File: config.mk
export PLATFORM = sky130hd
export DESIGN_NAME = boot_lock_self_program_ctrl
export DESIGN_NICKNAME = d
export VERILOG_FILES = /design/src/rtl/lock_field_decode.v /design/src/rtl/boot_lock_self_program_ctrl.v
export VERILOG_INCLUDE_DIRS = /design/src /design/src/rtl
export SDC_FILE = /design/constraint.sdc
export NUM_CORES = 1
export LEC_CHECK = 0
export ABC_AREA = 1
export BUFFER_PORTS_ARGS = -buffer_cell sky130_fd_sc_hd__buf_2
export CORE_MARGIN = 1.5
export CORE_UTILIZATION = 40
export DETAILED_ROUTE_END_ITERATION = 10
export GPL_ROUTABILITY_DRIVEN = 0
export PLACE_DENSITY = 0.69
export SYNTH_ARGS = -nofsm -noshare
export SYNTH_HDL_FRONTEND = slang
export SYNTH_HIERARCHICAL = 1
export SYNTH_SLANG_ARGS = --single-unit
export TNS_END_PERCENT = 100
File: constraint.sdc
create_clock -name aclk -period 1.6 [get_ports aclk]
set_input_delay 0.32 -clock aclk [delete_from_list [all_inputs] [get_ports aclk]]
set_output_delay 0.32 -clock aclk [all_outputs]
set_load 0.02 [all_outputs]
File: src/rtl/boot_lock_defs.vh
// constants for the boot lock and self-programming control block
`ifndef BOOT_LOCK_DEFS_VH
`define BOOT_LOCK_DEFS_VH
`define OFS_SPMCS 8'h00
`define OFS_LOCKS 8'h04
`define OFS_FUSE 8'h08
`define OFS_STATUS 8'h0C
`define OFS_CMD 8'h10
`define SPMCS_RESET 8'h00
`define BIT_IRQ_EN 7
`define BIT_BUSY 6
`define BIT_RSVD 5
`define BIT_REEN 4
`define BIT_LOCKSET 3
`define BIT_PGWRT 2
`define BIT_PGERS 1
`define BIT_ARM 0
`define ARM_WINDOW_NS 32
`define CLK_PERIOD_NS 8
`define ARM_CYCLES 3'h4
`define LOCKS_RESET 8'hFF
`define OP_DONE_CYCLES 16
`endif

File: src/rtl/lock_field_decode.v
// decodes one two-bit boot lock field into its restrictions
`timescale 1ns/10ps
module lock_field_decode (
    input wire [1:0] field,
    output wire write_block,
    output wire read_block
);
    // 11 mode1, 10 mode2, 00 mode3, 01 mode4
    // low bit programmed (modes 2,3) stops writes
    assign write_block = ~field[0];
    // high bit programmed (modes 3,4) stops cross-section reads
    assign read_block = ~field[1];
endmodule

File: src/rtl/boot_lock_self_program_ctrl.v
// boot lock protection and self-programming control with axi4-lite access
`timescale 1ns/10ps
`include "boot_lock_defs.vh"
module boot_lock_self_program_ctrl #(
    parameter OP_CYCLES = `OP_DONE_CYCLES
) (
    input wire aclk,
    input wire aresetn,
    input wire [7:0] s_axi_awaddr,
    input wire s_axi_awvalid,
    output reg s_axi_awready,
    input wire [31:0] s_axi_wdata,
    input wire [3:0] s_axi_wstrb,
    input wire s_axi_wvalid,
    output reg s_axi_wready,
    output reg [1:0] s_axi_bresp,
    output reg s_axi_bvalid,
    input wire s_axi_bready,
    input wire [7:0] s_axi_araddr,
    input wire s_axi_arvalid,
    output reg s_axi_arready,
    output reg [31:0] s_axi_rdata,
    output reg [1:0] s_axi_rresp,
    output reg s_axi_rvalid,
    input wire s_axi_rready,
    input wire store_program_insn,
    input wire insn_target_boot,
    input wire insn_target_halting,
    input wire [7:0] insn_lock_data,
    input wire exec_from_boot,
    input wire load_program_req,
    input wire load_target_boot,
    input wire vectors_in_boot,
    input wire global_irq_flag,
    input wire boot_reset_fuse_n,
    input wire chip_erase,
    input wire ext_lock_write,
    input wire [7:0] ext_lock_data,
    output reg flash_ready_irq,
    output reg cpu_halt,
    output reg concurrent_read_block,
    output reg load_program_deny,
    output reg store_program_deny,
    output reg irq_mask,
    output reg reset_to_boot,
    output reg [1:0] spm_op_start,
    output reg page_load_strobe
);
    localparam ST_IDLE = 3'b001;
    localparam ST_ARMED = 3'b010;
    localparam ST_BUSY = 3'b100;
    reg [2:0] state_reg;
    reg [7:0] ctrl_reg;
    reg [2:0] arm_cnt_reg;
    reg [7:0] busy_cnt_reg;
    reg busy_halt_reg;
    reg [7:0] lock_reg;
    reg [7:0] aw_addr_reg;
    reg [31:0] w_data_reg;
    reg [3:0] w_strb_reg;
    reg aw_have_reg;
    reg w_have_reg;
    wire [1:0] app_lock_field = lock_reg[1:0];
    wire [1:0] boot_lock_field = lock_reg[3:2];
    wire app_wr_blk, app_rd_blk, boot_wr_blk, boot_rd_blk;
    lock_field_decode u_app (
        .field(app_lock_field),
        .write_block(app_wr_blk),
        .read_block(app_rd_blk)
    );
    lock_field_decode u_boot (
        .field(boot_lock_field),
        .write_block(boot_wr_blk),
        .read_block(boot_rd_blk)
    );
    wire concurrent_region_busy = ctrl_reg[`BIT_BUSY];
    wire store_program_arm = ctrl_reg[`BIT_ARM];
    wire do_write = aw_have_reg && w_have_reg && !s_axi_bvalid;
    wire ctrl_wr = do_write && aw_addr_reg == `OFS_SPMCS && w_strb_reg[0];
    wire lock_wr = do_write && aw_addr_reg == `OFS_LOCKS && w_strb_reg[0];
    wire [4:0] cmd_lo = w_data_reg[4:0];
    // only the documented command codes arm; others ignored
    wire cmd_ok = cmd_lo == 5'h11 || cmd_lo == 5'h09 || cmd_lo == 5'h05 ||
        cmd_lo == 5'h03 || cmd_lo == 5'h01;
    // store-program allowed only from boot code
    wire insn_fire = store_program_insn && state_reg == ST_ARMED && exec_from_boot;
    // general lock modes deliberately not an input here
    wire target_wr_blk = insn_target_boot ? boot_wr_blk : app_wr_blk;
    wire is_prog = ctrl_reg[`BIT_PGWRT] | ctrl_reg[`BIT_PGERS];
    wire is_load = !is_prog && !ctrl_reg[`BIT_LOCKSET] && !ctrl_reg[`BIT_REEN];
    wire cross_rd_blk = load_target_boot ? (!exec_from_boot && boot_rd_blk)
        : (exec_from_boot && app_rd_blk);
    wire conc_target = !insn_target_halting;
    always @(posedge aclk) begin
        if (!aresetn) begin
            state_reg <= ST_IDLE;
            ctrl_reg <= `SPMCS_RESET;
            arm_cnt_reg <= 3'h0;
            busy_cnt_reg <= 8'h00;
            busy_halt_reg <= 1'b0;
            spm_op_start <= 2'b00;
            page_load_strobe <= 1'b0;
        end else begin
            spm_op_start <= 2'b00;
            page_load_strobe <= 1'b0;
            if (ctrl_wr)
                ctrl_reg[`BIT_IRQ_EN] <= w_data_reg[`BIT_IRQ_EN];
            case (state_reg)
                ST_IDLE: begin
                    if (ctrl_wr && cmd_ok && w_data_reg[`BIT_ARM]) begin
                        ctrl_reg[4:0] <= cmd_lo;
                        arm_cnt_reg <= `ARM_CYCLES;
                        state_reg <= ST_ARMED;
                    end
                end
                ST_ARMED: begin
                    if (insn_fire) begin
                        if (ctrl_reg[`BIT_REEN]) begin
                            ctrl_reg[`BIT_BUSY] <= 1'b0;
                            ctrl_reg[4:0] <= 5'h00;
                            state_reg <= ST_IDLE;
                        end else if (ctrl_reg[`BIT_LOCKSET]) begin
                            ctrl_reg[4:0] <= 5'h00;
                            state_reg <= ST_IDLE;
                        end else if (is_prog && !target_wr_blk) begin
                            spm_op_start <= {ctrl_reg[`BIT_PGWRT], ctrl_reg[`BIT_PGERS]};
                            busy_cnt_reg <= OP_CYCLES[7:0];
                            busy_halt_reg <= insn_target_halting;
                            if (conc_target)
                                ctrl_reg[`BIT_BUSY] <= 1'b1;
                            state_reg <= ST_BUSY;
                        end else if (is_load) begin
                            page_load_strobe <= 1'b1;
                            ctrl_reg[`BIT_BUSY] <= 1'b0;
                            ctrl_reg[4:0] <= 5'h00;
                            state_reg <= ST_IDLE;
                        end else begin
                            ctrl_reg[4:0] <= 5'h00;
                            state_reg <= ST_IDLE;
                        end
                    end else if (arm_cnt_reg == 3'h1) begin
                        ctrl_reg[4:0] <= 5'h00;
                        state_reg <= ST_IDLE;
                    end else begin
                        arm_cnt_reg <= arm_cnt_reg - 3'h1;
                    end
                end
                ST_BUSY: begin
                    // arm stays high until the operation ends
                    if (busy_cnt_reg == 8'h01) begin
                        ctrl_reg[4:0] <= 5'h00;
                        busy_halt_reg <= 1'b0;
                        state_reg <= ST_IDLE;
                    end else begin
                        busy_cnt_reg <= busy_cnt_reg - 8'h01;
                    end
                end
                default: state_reg <= ST_IDLE;
            endcase
        end
    end
    // lock bits: programming only clears bits, erase returns them to ones
    always @(posedge aclk) begin
        if (!aresetn) begin
            lock_reg <= `LOCKS_RESET;
        end else if (chip_erase) begin
            lock_reg <= `LOCKS_RESET;
        end else begin
            if (ext_lock_write)
                lock_reg <= lock_reg & ext_lock_data;
            else if (insn_fire && ctrl_reg[`BIT_LOCKSET])
                lock_reg <= lock_reg & insn_lock_data;
        end
    end
    // outputs registered
    always @(posedge aclk) begin
        if (!aresetn) begin
            flash_ready_irq <= 1'b0;
            cpu_halt <= 1'b0;
            concurrent_read_block <= 1'b0;
            load_program_deny <= 1'b0;
            store_program_deny <= 1'b0;
            irq_mask <= 1'b0;
            reset_to_boot <= 1'b0;
        end else begin
            flash_ready_irq <= ctrl_reg[`BIT_IRQ_EN] && global_irq_flag &&
                !store_program_arm;
            cpu_halt <= state_reg == ST_BUSY && busy_halt_reg;
            concurrent_read_block <= concurrent_region_busy ||
                (state_reg == ST_BUSY && busy_halt_reg);
            load_program_deny <= load_program_req &&
                (cross_rd_blk || (!load_target_boot && concurrent_region_busy));
            store_program_deny <= store_program_insn && state_reg == ST_ARMED &&
                is_prog && target_wr_blk;
            irq_mask <= exec_from_boot ? (!vectors_in_boot && boot_rd_blk)
                : (vectors_in_boot && app_rd_blk);
            // fuse is a pin only; no register path can alter it
            reset_to_boot <= !boot_reset_fuse_n;
        end
    end
    // axi4-lite slave
    always @(posedge aclk) begin
        if (!aresetn) begin
            s_axi_awready <= 1'b0;
            s_axi_wready <= 1'b0;
            s_axi_bvalid <= 1'b0;
            s_axi_bresp <= 2'b00;
            s_axi_arready <= 1'b0;
            s_axi_rvalid <= 1'b0;
            s_axi_rresp <= 2'b00;
            s_axi_rdata <= 32'h00000000;
            aw_have_reg <= 1'b0;
            w_have_reg <= 1'b0;
            aw_addr_reg <= 8'h00;
            w_data_reg <= 32'h00000000;
            w_strb_reg <= 4'h0;
        end else begin
            s_axi_awready <= !aw_have_reg && !s_axi_awready && s_axi_awvalid;
            s_axi_wready <= !w_have_reg && !s_axi_wready && s_axi_wvalid;
            if (s_axi_awvalid && s_axi_awready) begin
                aw_have_reg <= 1'b1;
                aw_addr_reg <= {s_axi_awaddr[7:2], 2'b00};
            end
            if (s_axi_wvalid && s_axi_wready) begin
                w_have_reg <= 1'b1;
                w_data_reg <= s_axi_wdata;
                w_strb_reg <= s_axi_wstrb;
            end
            if (do_write) begin
                s_axi_bvalid <= 1'b1;
                s_axi_bresp <= (aw_addr_reg == `OFS_SPMCS ||
                    aw_addr_reg == `OFS_LOCKS) ? 2'b00 : 2'b10;
                aw_have_reg <= 1'b0;
                w_have_reg <= 1'b0;
            end else if (s_axi_bvalid && s_axi_bready) begin
                s_axi_bvalid <= 1'b0;
            end
            s_axi_arready <= !s_axi_arready && !s_axi_rvalid && s_axi_arvalid;
            if (s_axi_arvalid && s_axi_arready) begin
                s_axi_rvalid <= 1'b1;
                s_axi_rresp <= 2'b00;
                case ({s_axi_araddr[7:2], 2'b00})
                    `OFS_SPMCS: s_axi_rdata <= {24'h000000, ctrl_reg[7:6], 1'b0,
                        ctrl_reg[4:0]};
                    `OFS_LOCKS: s_axi_rdata <= {24'h000000, lock_reg};
                    `OFS_FUSE: s_axi_rdata <= {31'h00000000, boot_reset_fuse_n};
                    `OFS_STATUS: s_axi_rdata <= {29'h00000000, state_reg};
                    default: begin
                        s_axi_rdata <= 32'h00000000;
                        s_axi_rresp <= 2'b10;
                    end
                endcase
            end else if (s_axi_rvalid && s_axi_rready) begin
                s_axi_rvalid <= 1'b0;
            end
        end
    end
endmodule

# --- Word-level counts from Yosys, hierarchy flattened ---
# Cells that the tools add are included.
classes:
  add_sub_neg: 2
  mul: 0
  div: 0
  magnitude_cmp: 0
  n_eq_ne: 27
  shift: 0
  muxes: 50
  bitwise: 11
  n_reduce_logical: 78
ops:
  columns: ["cell", "count"]
  rows:
  - ["8-bit two-way mux", 7]
  - ["3-bit two-way mux", 13]
  - ["1-bit logical AND", 34]
  - ["8-bit case mux with 4 select lines", 1]
  - ["5-bit two-way mux", 4]
  - ["1-bit two-way mux", 18]
  - ["2-bit != test, second input constant", 9]
  - ["8-bit bitwise AND", 2]
  - ["1-bit logical NOT", 16]
  - ["8-bit case mux with 2 select lines", 1]
  - ["5-bit case mux with 3 select lines", 1]
  - ["6-bit by 1-bit == test with 1-bit output, second input constant", 2]
  - ["6-bit by 2-bit == test with 1-bit output, second input constant", 2]
  - ["6-bit AND reduction", 2]
  - ["6-bit OR reduction", 2]
  - ["5-bit AND reduction", 2]
  - ["2-bit nonzero test", 5]
  - ["3-bit case mux with 3 select lines", 1]
  - ["8-bit by 1-bit == test with 1-bit output, second input constant", 1]
  - ["8-bit logical NOT", 1]
  - ["1-bit inverter", 8]
  - ["4-bit AND reduction", 2]
  - ["8-bit by 1-bit subtractor with 8-bit output, second input constant", 1]
  - ["1-bit logical OR", 7]
  - ["21 further kinds", 26]
totals:
  reg_bits: 98
  latch_bits: 0
  ram_bits: 0
  mem_bits_ro: 0
  input_bits: 86
  elab_cells: 199
  mem_count: 0

# --- Depth between registers and ports, before layout ---
# Gate-level depths: netlist of run 1.
logic_depth:
  depth_word: 9
  depth_mapped: 11
  ltp_nobuf: 11

# --- Cells and area by module ---
# Netlist of run 1, hierarchy kept.
modules_own_cells:
  columns: ["module", "n_inst", "cells_each", "area_each_um2", "seq_area_each_um2"]
  rows:
  - ["boot_lock_self_program_ctrl", 1, 454, 3284.4, 1401.3]
  - ["lock_field_decode", 2, 2, 7.5, 0.0]

# --- Worst setup path after synthesis of run 1 ---
# OpenSTA, ideal clock, no wires.
synth_timing:
  path_type: "register to register"
  startpoint: "register s_axi_bvalid"
  endpoint: "register ctrl_reg[2]"
  arrival_ps: 1261
  required_time_ps: 1490
  slack_ps: 230
  path_stages_with_launch: 10
  path_buffers: 1
  synth_period_minus_slack_ps: 1370
  path_cell_list: "dfxtp_1 > nor2_2 > nand2_1 > nor2_2 > nand3_1 > nand2_1 > buf_4 > nand4_1 > nand2_1 > nor2_1"
synth_between:
  elab_chain_len: 8
synth_lines:
  columns: ["item", "line", "source"]
  rows:
  - ["start: declaration", "boot_lock_self_program_ctrl.v:17", "output reg s_axi_bvalid,"]
  - ["start signal: assignment", "boot_lock_self_program_ctrl.v:206", "s_axi_bvalid <= 1'b0;"]
  - ["start signal: assignment", "boot_lock_self_program_ctrl.v:230", "s_axi_bvalid <= 1'b1;"]
  - ["start signal: assignment", "boot_lock_self_program_ctrl.v:236", "s_axi_bvalid <= 1'b0;"]
  - ["1-bit logical NOT", "boot_lock_self_program_ctrl.v:78", "wire do_write = aw_have_reg && w_have_reg && !s_axi_bvalid;"]
  - ["1-bit logical AND", "boot_lock_self_program_ctrl.v:78", null]
  - ["1-bit logical AND (no source line)", null, null]
  - ["1-bit logical AND", "boot_lock_self_program_ctrl.v:79", "wire ctrl_wr = do_write && aw_addr_reg == `OFS_SPMCS && w_strb_reg[0];"]
  - ["1-bit logical AND (2 in a row)", "boot_lock_self_program_ctrl.v:110", "if (ctrl_wr && cmd_ok && w_data_reg[`BIT_ARM]) begin"]
  - ["2-bit != test (no source line)", null, null]
  - ["5-bit AND reduction (no source line)", null, null]
  - ["end signal: assignment", "boot_lock_self_program_ctrl.v:97", "ctrl_reg <= `SPMCS_RESET;"]
  - ["end signal: indexed assignment", "boot_lock_self_program_ctrl.v:107", "ctrl_reg[`BIT_IRQ_EN] <= w_data_reg[`BIT_IRQ_EN];"]
  - ["end signal: assignment", "boot_lock_self_program_ctrl.v:111", "ctrl_reg[4:0] <= cmd_lo;"]
  - ["end: declaration", "boot_lock_self_program_ctrl.v:53", "reg [7:0] ctrl_reg;"]
# Every way passes these cells.
# A chain may end at the register's enable or synchronous reset.

# --- Worst setup path in the final report of run 1 ---
layout_timing:
  startpoint: "register state_reg[1]"
  endpoint: "register busy_cnt_reg[3]"
layout_between:
  elab_chain_len: 5
layout_lines:
  columns: ["item", "line", "source"]
  rows:
  - ["start: declaration", "boot_lock_self_program_ctrl.v:52", "reg [2:0] state_reg;"]
  - ["start signal: assignment", "boot_lock_self_program_ctrl.v:96", "state_reg <= ST_IDLE;"]
  - ["start signal: assignment", "boot_lock_self_program_ctrl.v:113", "state_reg <= ST_ARMED;"]
  - ["start signal: assignment", "boot_lock_self_program_ctrl.v:121", "state_reg <= ST_IDLE;"]
  - ["3-bit by 2-bit == test with 1-bit output", "boot_lock_self_program_ctrl.v:86, boot_lock_self_program_ctrl.v:108", null]
  - ["1-bit logical AND (2 in a row)", "boot_lock_self_program_ctrl.v:86", "wire insn_fire = store_program_insn && state_reg == ST_ARMED && exec_from_boot;"]
  - ["2-bit != test (no source line)", null, null]
  - ["6-bit AND reduction (no source line)", null, null]
  - ["end signal: assignment", "boot_lock_self_program_ctrl.v:127", "busy_cnt_reg <= OP_CYCLES[7:0];"]
  - ["end signal: assignment", "boot_lock_self_program_ctrl.v:155", "busy_cnt_reg <= busy_cnt_reg - 8'h01;"]
  - ["end: declaration", "boot_lock_self_program_ctrl.v:55", "reg [7:0] busy_cnt_reg;"]
# Several ways; a longest one is shown, not always the timed one.

==> results of run 1 <==
layout make-up:
cell class	instances	area (µm²)	share of cell area, %
clock buffers	12	165	4.07
clock inverters	4	53.8	1.33
inverters	50	188	4.63
multi-input cells	326	1620	40.0
flip-flops and latches	70	1410	34.7
well taps	102	128	3.15
repair buffers	91	494	12.2
stage by stage:
| stage | total power [mW] | hold slack (ns) | setup slack (ns) | area [µm²] | setup TNS [ns] |
|---|---|---|---|---|---|
| 2_1_floorplan | 2.07 | 0.392 | 0.230 | 3390 | 0 |
| 3_3_place_gp | 2.14 | 0.417 | 0.0941 | 3770 | 0 |
| 3_5_place_dp | 2.15 | 0.415 | 0.0330 | 3770 | 0 |
| 4_1_cts | 3.66 | 0.145 | 0.0186 | 3990 | 0 |
| 5_1_grt | 3.77 | 0.157 | -0.00293 | 4060 | -0.00293 |
| 6_report | 3.63 | 0.164 | 0.148 | 4060 | 0 |
cells in the final DEF (no fill, tap or decap), types with 5 or more instances in the layout:
cell and n:
nand2_1 87, buf_2 77, dfxtp_1 68, nor2_1 52
inv_1 47, o21ai_0 40, a21oi_1 33, conb_1 26
nand3_1 17, buf_4 13, clkbuf_8 12, nand4_1 11
nor3_1 10, nor4_1 8, nand2_2 6, nor2_4 5
path summary, 6_finish.rpt:
path | to | cells past startpoint | startpoint
max | busy_cnt_reg[3]$_SDFFE_PN0P_ | 8 | state_reg[1]$_SDFFE_PN0P_
min | reset_to_boot$_SDFF_PN0_ | 2 | boot_reset_fuse_n
max reg2reg | busy_cnt_reg[3]$_SDFFE_PN0P_ | 8 | state_reg[1]$_SDFFE_PN0P_
min reg2reg | s_axi_wready$_SDFF_PN0_ | 1 | w_have_reg$_SDFFE_PP0P_
report_power, final:
| part | switching (mW) | leakage, nW | internal, mW |
|---|---|---|---|
| Sequential | 0.0249 | 0.568 | 1.78 |
| Clock | 0.671 | 0.105 | 0.850 |
| Combinational | 0.203 | 1.16 | 0.102 |
cell families after synthesis:
| kind of cell | synth area share (%) |
|---|---|
| xor+xnor | 1.33 |
| flops | 42.5 |
| simple gates | 28.3 |
| fa+ha+maj | 1.52 |
| buf+inv | 13.1 |
| compound gates | 13.1 |
| other cells | 0.114 |
layer usage:
layer / up-vias / track usage (%)
li1: 1624 / -
met1: 1431 / 22.0
met2: 103 / 30.4
met3: 9 / 4.53
met4: 0 / 6.34
met5: - / 0
==> results.yml, run 1 <==
status:
  outcome: "finished clean"
clock_network:
  cts_buffers: 9
  cts_hold_buf: 0
  post_cts_resized: 0
  clock_latency_ns: 0.34
  cts-root-buf: "clkbuf_8"
  path_clk_slew_ns: 0.07
  tritoncts: "built"
  clk_path_buf_depth: 2
  cts_max_level: 3
  post_cts_buffers: 0
  cts.sinks: 70
yosys:
  synth_top_area_cell: "dfxtp_1"
  synth-async-reset-ratio_pct: 0
  synth.most_common_cell: "nand2_1"
  synth_ff_type: "dfxtp_1"
  synthTopCellsByCount: "nand2_1 (91), dfxtp_1 (70), nor2_1 (53), inv_1 (47), o21ai_0 (40)"
  yosys_warnings: 6
  postSynthAreaPerCell_um2: 7.20
  synth-edff-count: 0
  synth.distinct_cells: 35
  ys_seq_elements: 70
  netlist_top_cells_area: "dfxtp_1 (42%), nand2_1 (10%), buf_4 (6.1%), o21ai_0 (6.1%), nor2_1 (6.0%)"
  ys_seq_area_share_pct: 42.5
  synth_area_um2: 3300
  synth_top_area_share_pct: 42.5
  synth_cells: 458
floorplanning:
  core.rowCount: 32
  pin_count: 137
  start_util_pct: 42.0
  die_area_um2: 8800
  dieWidth_um: 93.8
  die_h_um: 93.8
  fp.coreArea_um2: 7850
drt:
  dr_wl_met3_um: 447
  via_per_inst: 4.84
  top_layer_used: "met4"
  met2_length_mm: 3.64
  firstDrtPassIters: 5
  wl_met1_mm: 3.50
  drc: 0
  drt-total-wl_mm: 7.70
  initialDrtViolationCount: 126
  ant_nets: 0
  vias: 3167
  wl_per_cell_um: 11.8
grt:
  grt_pass1_vias: 2889
  grt_start_max_net_pins: 30
  antenna_found_initial: 0
  grt_pass1_wl_mm: 12.6
  grt_usage_pct: 17.9
  grt.overflow.total: 0
critical_path:
  ff2ff_setup_slack_ns: 0.15
  slowest_delay_ns: 0.39
  cp.arrival_ns: 1.73
  slowest_stage: "dfxtp_4"
  crit_buf_inv: 1
  cp-start-kind: "flop"
  path_class: "flop to flop"
  crit_fanout: 6
  cp.required_ns: 1.88
  endpoint_kind: "flop"
  path_common_cell: "nand2_4"
  crit_family: "simple AND/OR/NAND/NOR gates"
  path_cells: "inv_1 -> nor2_2 -> nand4_4 -> nor2_4 -> nand2_4 -> nand2_4 -> nand4_1 -> a21oi_1"
sta:
  finalSetupViolations: 0
  drv_slew: 0
  hold_viol: 0
  period_share_pct: 90.8
  timing.final.crit_period_ns: 1.45
  fin_skew_ns: 0.00729
  max_freq_ghz: 0.689
final_layout:
  utilization_pct: 51.7
  areaGrowthSynthToFinish_pct: 23.0
  fillers: 782
  drive_gt1_share_pct: 24.6
  instances_no_fill: 655
  antenna_cells: 0
  nets: 638
placement:
  dp_hpwl_mm: 5.76
  numPortBuffers: 77
  dp_cells: 638
pwr:
  leakagePower_nw: 1.84
  powerDensity_nw_per_um2: 895
  peakVddDrop_mv: 0.530
hold_path:
  worst_hold_path_type: "input pin to flop"
flow_run:
  cap_violations: 0
Power figures use the tool's default switching activity.
==> inputs of run 2 (changes only) <==
--- a/config.mk
+++ b/config.mk
@@ -8,11 +8,12 @@
 export LEC_CHECK = 0
 export ABC_AREA = 1
 export BUFFER_PORTS_ARGS = -buffer_cell sky130_fd_sc_hd__buf_2
+export CELL_PAD_IN_SITES_DETAIL_PLACEMENT = 0
+export CELL_PAD_IN_SITES_GLOBAL_PLACEMENT = 2
 export CORE_MARGIN = 1.5
-export CORE_UTILIZATION = 40
+export CORE_UTILIZATION = 25
 export DETAILED_ROUTE_END_ITERATION = 10
-export GPL_ROUTABILITY_DRIVEN = 0
-export PLACE_DENSITY = 0.69
+export PLACE_DENSITY_LB_ADDON = 0.1
 export SYNTH_ARGS = -nofsm -noshare
 export SYNTH_HDL_FRONTEND = slang
 export SYNTH_HIERARCHICAL = 1
==> run 2 against run 1 <==
  * Critical path depth did not move
  * Utilization down 18 points
  * Global-route usage fell by 4.0 points
  * Critical path type unchanged
  * Critical endpoint unchanged
  * Largest power group is now clock
==> results.yml, run 2 (synthesis gave the netlist of run 1 again) <==
pwr:
  clkPwrFrac_pct: 47.1
  comb_power_share_pct: 8.0
  total_power_mw: 4.02
  p_int_mw: 3.07
  leakagePower_nw: 1.92
  powerDensity_nw_per_um2: 933
  p_seq_share_pct: 45.0
  netSwitchingFraction_pct: 23.6
  peakVddDrop_mv: 0.567
  switchingPower_mw: 0.949
final_layout:
  nets: 648
  antenna_cells: 0
  layout_commonest_cell: "nand2_1"
  areaGrowthSynthToFinish_pct: 30.5
  instances_no_fill: 735
  utilization_pct: 33.7
  layout_common_cells: "nand2_1 (86), buf_2 (77), dfxtp_1 (67), nor2_1 (53), inv_1 (47)"
  drive_gt1_share_pct: 25.8
  fillers: 1432
  design_area_um2: 4310
drt:
  initialDrtViolationCount: 138
  dr_wl_met3_um: 365
  met2_length_mm: 4.25
  vias: 3089
  wl_per_cell_um: 12.6
  drc: 0
  top_layer_used: "met4"
  via_per_inst: 4.20
  ant_nets: 0
  drt-total-wl_mm: 9.24
  wl_met1_mm: 4.53
  firstDrtPassIters: 4
critical_path:
  cp.required_ns: 1.86
  path_class: "flop to flop"
  slowest_stage: "dfxtp_2"
  endpoint_kind: "flop"
  slowest_delay_ns: 0.37
  path_common_cell: "nand2_4"
  crit_fanout: 5
  path_cells: "inv_1 -> nor2_1 -> nand4_4 -> nor2_2 -> nand2_4 -> nand2_4 -> nand4_1 -> a21oi_1"
  cp.arrival_ns: 1.75
  cp-start-kind: "flop"
sta:
  drv_slew: 0
  timing.final.crit_period_ns: 1.49
  fin_setup_tns_ns: 0
  max_freq_ghz: 0.672
  fin_skew_ns: 0.00413
  rsz0062_at_grt: "yes"
  hold_viol: 0
  finalSetupViolations: 0
  period_share_pct: 93.0
clock_network:
  clk_path_buf_depth: 2
  cts_max_level: 3
  tritoncts: "built"
  cts_buffers: 9
  path_clk_slew_ns: 0.05
  cts-root-buf: "clkbuf_16"
  clock_latency_ns: 0.34
  cts_hold_buf: 0
  cts.sinks: 70
floorplanning:
  die_area_um2: 13900
  core.rowCount: 41
  dieWidth_um: 118
  pin_count: 137
  fp.coreArea_um2: 12800
  start_util_pct: 25.8
  die_h_um: 118
placement:
  numPortBuffers: 77
  dp_hpwl_mm: 6.81
  gp_congestion: 0.745
  place_area_um2: 3930
  dp_cells: 716
grt:
  grt_start_max_net_pins: 30
  grt_pass1_wl_mm: 15.1
  grt_pass1_vias: 2962
  grt_usage_pct: 13.9
  antenna_found_initial: 0
  grt.overflow.total: 0
flow_run:
  cap_violations: 0
hold_path:
  worst_hold_path_type: "input pin to flop"
status:
  outcome: "finished clean"
-- run 2: cell types whose count changed in the layout (fill, tap and decap cells not counted), sizes merged --
| cell | before | now |
|---|---|---|
| buf | 91 | 101 |
| bufinv | 1 | 0 |
| clkbuf | 12 | 16 |
| clkinv | 1 | 0 |
| clkinvlp | 2 | 0 |
-- run 2: power by group through the flow --
stage	combinational, mW	clock [mW]	sequential [mW]
CTS	0.317	1.98	1.81
global placement	0.313	0	1.84
global route	0.361	2.05	1.81
finish	0.320	1.89	1.81
floorplan	0.222	0	1.85
detailed placement	0.316	0	1.85
-- run 2: stage by stage --
stage	hold WS, ns	setup WS, ns
finish	0.173	0.112
global route	0.172	-0.0337
CTS	0.158	0.0291
detailed placement	0.426	-0.00317
global placement	0.420	0.00911
floorplan	0.392	0.230
-- run 2: area by class of cell --
class                           count  area (µm²)  area share (%)
Clock buffer                       16         282            6.54
Sequential cell                    70        1410            32.6
Inverter                           50         188            4.36
Tap cell                          172         215            5.00
Multi-Input combinational cell    326        1630            37.9
Timing Repair Buffer              101         586            13.6
-- run 2: path summary, 6_finish.rpt --
| path | start | end | slack, ns | cells past startpoint |
|---|---|---|---|---|
| worst min-delay path | boot_reset_fuse_n | reset_to_boot$_SDFF_PN0_ | 0.17 | 2 |
| worst min register to register | w_have_reg$_SDFFE_PP0P_ | s_axi_wready$_SDFF_PN0_ | 0.43 | 1 |
| worst max-delay path | state_reg[1]$_SDFFE_PN0P_ | busy_cnt_reg[3]$_SDFFE_PN0P_ | 0.11 | 8 |
| worst max register to register | state_reg[1]$_SDFFE_PN0P_ | busy_cnt_reg[3]$_SDFFE_PN0P_ | 0.11 | 8 |
-- run 2: layer usage --
layer,GRT usage (%),vias to the layer above
li1,-,1639
met5,0,-
met1,18.1,1378
met4,3.89,0
met3,4.55,5
met2,21.9,67
-- run 2: repair_timing --
action	4_1_cts	5_1_grt
setup endpoints to repair	1	15
gates resized for setup	1	19
pin swaps	0	7
setup buffers	0	2
gates cloned	0	1
-- run 2: critical path: cells and delay by family (launching register included) --
kind | cells | cell delay, ns
buffers and inverters | 1 | 0.05
AND/OR/NAND/NOR | 6 | 0.85
flip-flops | 1 | 0.37
AO/OA/AOI/OAI | 1 | 0.15
==> inputs of run 3 (changes only) <==
--- a/config.mk
+++ b/config.mk
@@ -11,7 +11,7 @@
 export CELL_PAD_IN_SITES_DETAIL_PLACEMENT = 0
 export CELL_PAD_IN_SITES_GLOBAL_PLACEMENT = 2
 export CORE_MARGIN = 1.5
-export CORE_UTILIZATION = 25
+export CORE_UTILIZATION = 23
 export DETAILED_ROUTE_END_ITERATION = 10
 export PLACE_DENSITY_LB_ADDON = 0.1
 export SYNTH_ARGS = -nofsm -noshare
==> constraint.sdc (replaced) <==
create_clock -name aclk -period 1.35 [get_ports aclk]
set_input_delay 0.27 -clock aclk [delete_from_list [all_inputs] [get_ports aclk]]
set_output_delay 0.27 -clock aclk [all_outputs]
set_load 0.02 [all_outputs]
==> run 3 against run 2 <==
  * The flow now finishes with violations (negative setup slack)
  * Setup slack lost 0.17 ns
  * Total power grew 21%
  * First-iteration DRC count shrank 38%
  * Hold slack lost 0.064 ns
  * Sequential share of layout area shrank 4.6 points
  * Count of clock-buffer cells in the layout shrank 3
  * Final cell count grew 8.6%
  * Critical path type unchanged
==> results.yml, run 3 (synthesis gave the netlist of run 1 again) <==
status:
  outcome: "complete, but fails checks"
  violations: "negative setup slack"
clock_network:
  clock_latency_ns: 0.34
  cts.sinks: 70
  cts-root-buf: "clkbuf_16"
  tritoncts: "built"
  cts_max_level: 3
  cts_buffers: 9
  clk_path_buf_depth: 2
  cts_hold_buf: 0
  path_clk_slew_ns: 0.06
sta:
  worst_slack_ns: -0.0532
  hold_viol: 0
  finalSetupViolations: 14
  max_freq_ghz: 0.713
  timing.final.crit_period_ns: 1.40
  holdWs_ns: 0.109
  period_share_pct: 104
  rsz0062_at_grt: "yes"
  drv_slew: 0
  fin_skew_ns: 0.00701
drt:
  initialDrtViolationCount: 86
  vias: 3357
  via_per_inst: 4.21
  top_layer_used: "met4"
  wl_met1_mm: 4.74
  drt-total-wl_mm: 10.0
  firstDrtPassIters: 4
  drc: 0
  dr_wl_met3_um: 396
  met2_length_mm: 4.69
  wl_per_cell_um: 12.6
  ant_nets: 0
pwr:
  powerDensity_nw_per_um2: 959
  leakagePower_nw: 2.26
  peakVddDrop_mv: 0.613
critical_path:
  crit_fanout: 3
  cp.required_ns: 1.58
  path_class: "flop to flop"
  cp-start-kind: "flop"
  slowest_delay_ns: 0.32
  path_cells: "inv_2 -> ha_4 -> nand2_4 -> o21ai_4 -> inv_1 -> buf_4 -> nor3_1 -> o21ai_0"
  crit_family: "flip-flops"
  cp.arrival_ns: 1.64
  crit_buf_inv: 3
  endpoint_kind: "flop"
  slowest_stage: "dfxtp_2"
grt:
  grt_usage_pct: 14.1
  grt_start_max_net_pins: 30
  grt_pass1_wl_mm: 15.9
  grt_pass1_vias: 3217
  antenna_found_initial: 0
  grt.overflow.total: 0
floorplanning:
  dieWidth_um: 123
  start_util_pct: 23.7
  die_area_um2: 15100
  die_h_um: 123
  core.rowCount: 43
  pin_count: 137
  fp.coreArea_um2: 13900
placement:
  dp_cells: 763
  numPortBuffers: 77
  dp_hpwl_mm: 7.35
  gp_congestion: 0.739
  post-place-ws_ns: -0.225
hold_path:
  worst_hold_path_type: "input pin to flop"
final_layout:
  instances_no_fill: 798
  antenna_cells: 0
  areaGrowthSynthToFinish_pct: 53.5
  drive_gt1_share_pct: 40.1
  seqCellArea_um2: 1420
  fillers: 1510
  multi_input_area_um2: 1880
  nets: 703
  utilization_pct: 36.4
  layout_common_cells: "nand2_1 (78), buf_2 (78), buf_4 (63), dfxtp_1 (59), nor2_1 (48)"
flow_run:
  cap_violations: 0
run 3: cell types whose count changed in the layout (fill, tap and decap cells not counted), moves of 6 or more:
| cell | previous run | this run |
|---|---|---|
| buf_4 | 21 | 63 |
| buf_6 | 2 | 12 |
| dfxtp_1 | 67 | 59 |
| nand2_1 | 86 | 78 |
| nand2_4 | 2 | 9 |
| dfxtp_2 | 3 | 9 |
| inv_1 | 47 | 41 |
run 3: area by class of cell:
cell class / count / area share [%]
well taps: 180 / 4.45
clock inverters: 3 / 0.346
clock buffers: 13 / 5.33
flip-flops and latches: 70 / 28.0
multi-input cells: 326 / 37.1
inverters: 50 / 3.85
repair buffers: 156 / 20.9
run 3: path summary, 6_finish.rpt:
| check | startpoint | slack (ns) | to | cells past startpoint |
|---|---|---|---|---|
| max | busy_cnt_reg[1]$_SDFFE_PN0P_ | -0.05 | busy_halt_reg$_SDFFE_PN0P_ | 8 |
| min reg2reg | s_axi_wready$_SDFF_PN0_ | 0.44 | s_axi_wready$_SDFF_PN0_ | 1 |
| min | boot_reset_fuse_n | 0.11 | reset_to_boot$_SDFF_PN0_ | 2 |
| max reg2reg | busy_cnt_reg[1]$_SDFFE_PN0P_ | -0.05 | busy_halt_reg$_SDFFE_PN0P_ | 8 |
run 3: timing repair:
action | CTS | global route
gates resized for setup | 30 | 74
endpoints found under the setup margin | 32 | 37
pin swaps | 15 | 33
gates cloned | 2 | 0
buffers inserted | 9 | 8
run 3: report_power, final:
group | switching (mW) | leakage [nW] | internal [mW] | total [mW]
Clock | 0.891 | 0.142 | 1.39 | 2.28
Combinational | 0.271 | 1.55 | 0.171 | 0.442
Sequential | 0.0293 | 0.571 | 2.11 | 2.14
Total | 1.19 | 2.26 | 3.67 | 4.86
run 3: worst reg2reg max path, delay by kind of cell (launching register included):
kind | cells | cell delay, ns
fa+ha+maj | 1 | 0.14
compound gates | 2 | 0.27
flops | 1 | 0.32
simple gates | 2 | 0.24
buf+inv | 3 | 0.32
run 3: per-layer routing:
layer / GRT usage [%] / vias to the layer above
li1: - / 1756
met1: 17.6 / 1523
met2: 23.1 / 67
met3: 2.97 / 11
met4: 6.98 / 0
met5: 0 / -
run 3: per-stage QoR:
stage / cell area [µm²] / power, mW / setup TNS [ns]
floorplan: 3390 / 2.46 / 0
global placement: 4240 / 2.59 / -5.08
detailed placement: 4240 / 2.60 / -4.82
CTS: 4730 / 4.94 / -1.32
global route: 5070 / 5.10 / -2.86
finish: 5070 / 4.86 / -0.386
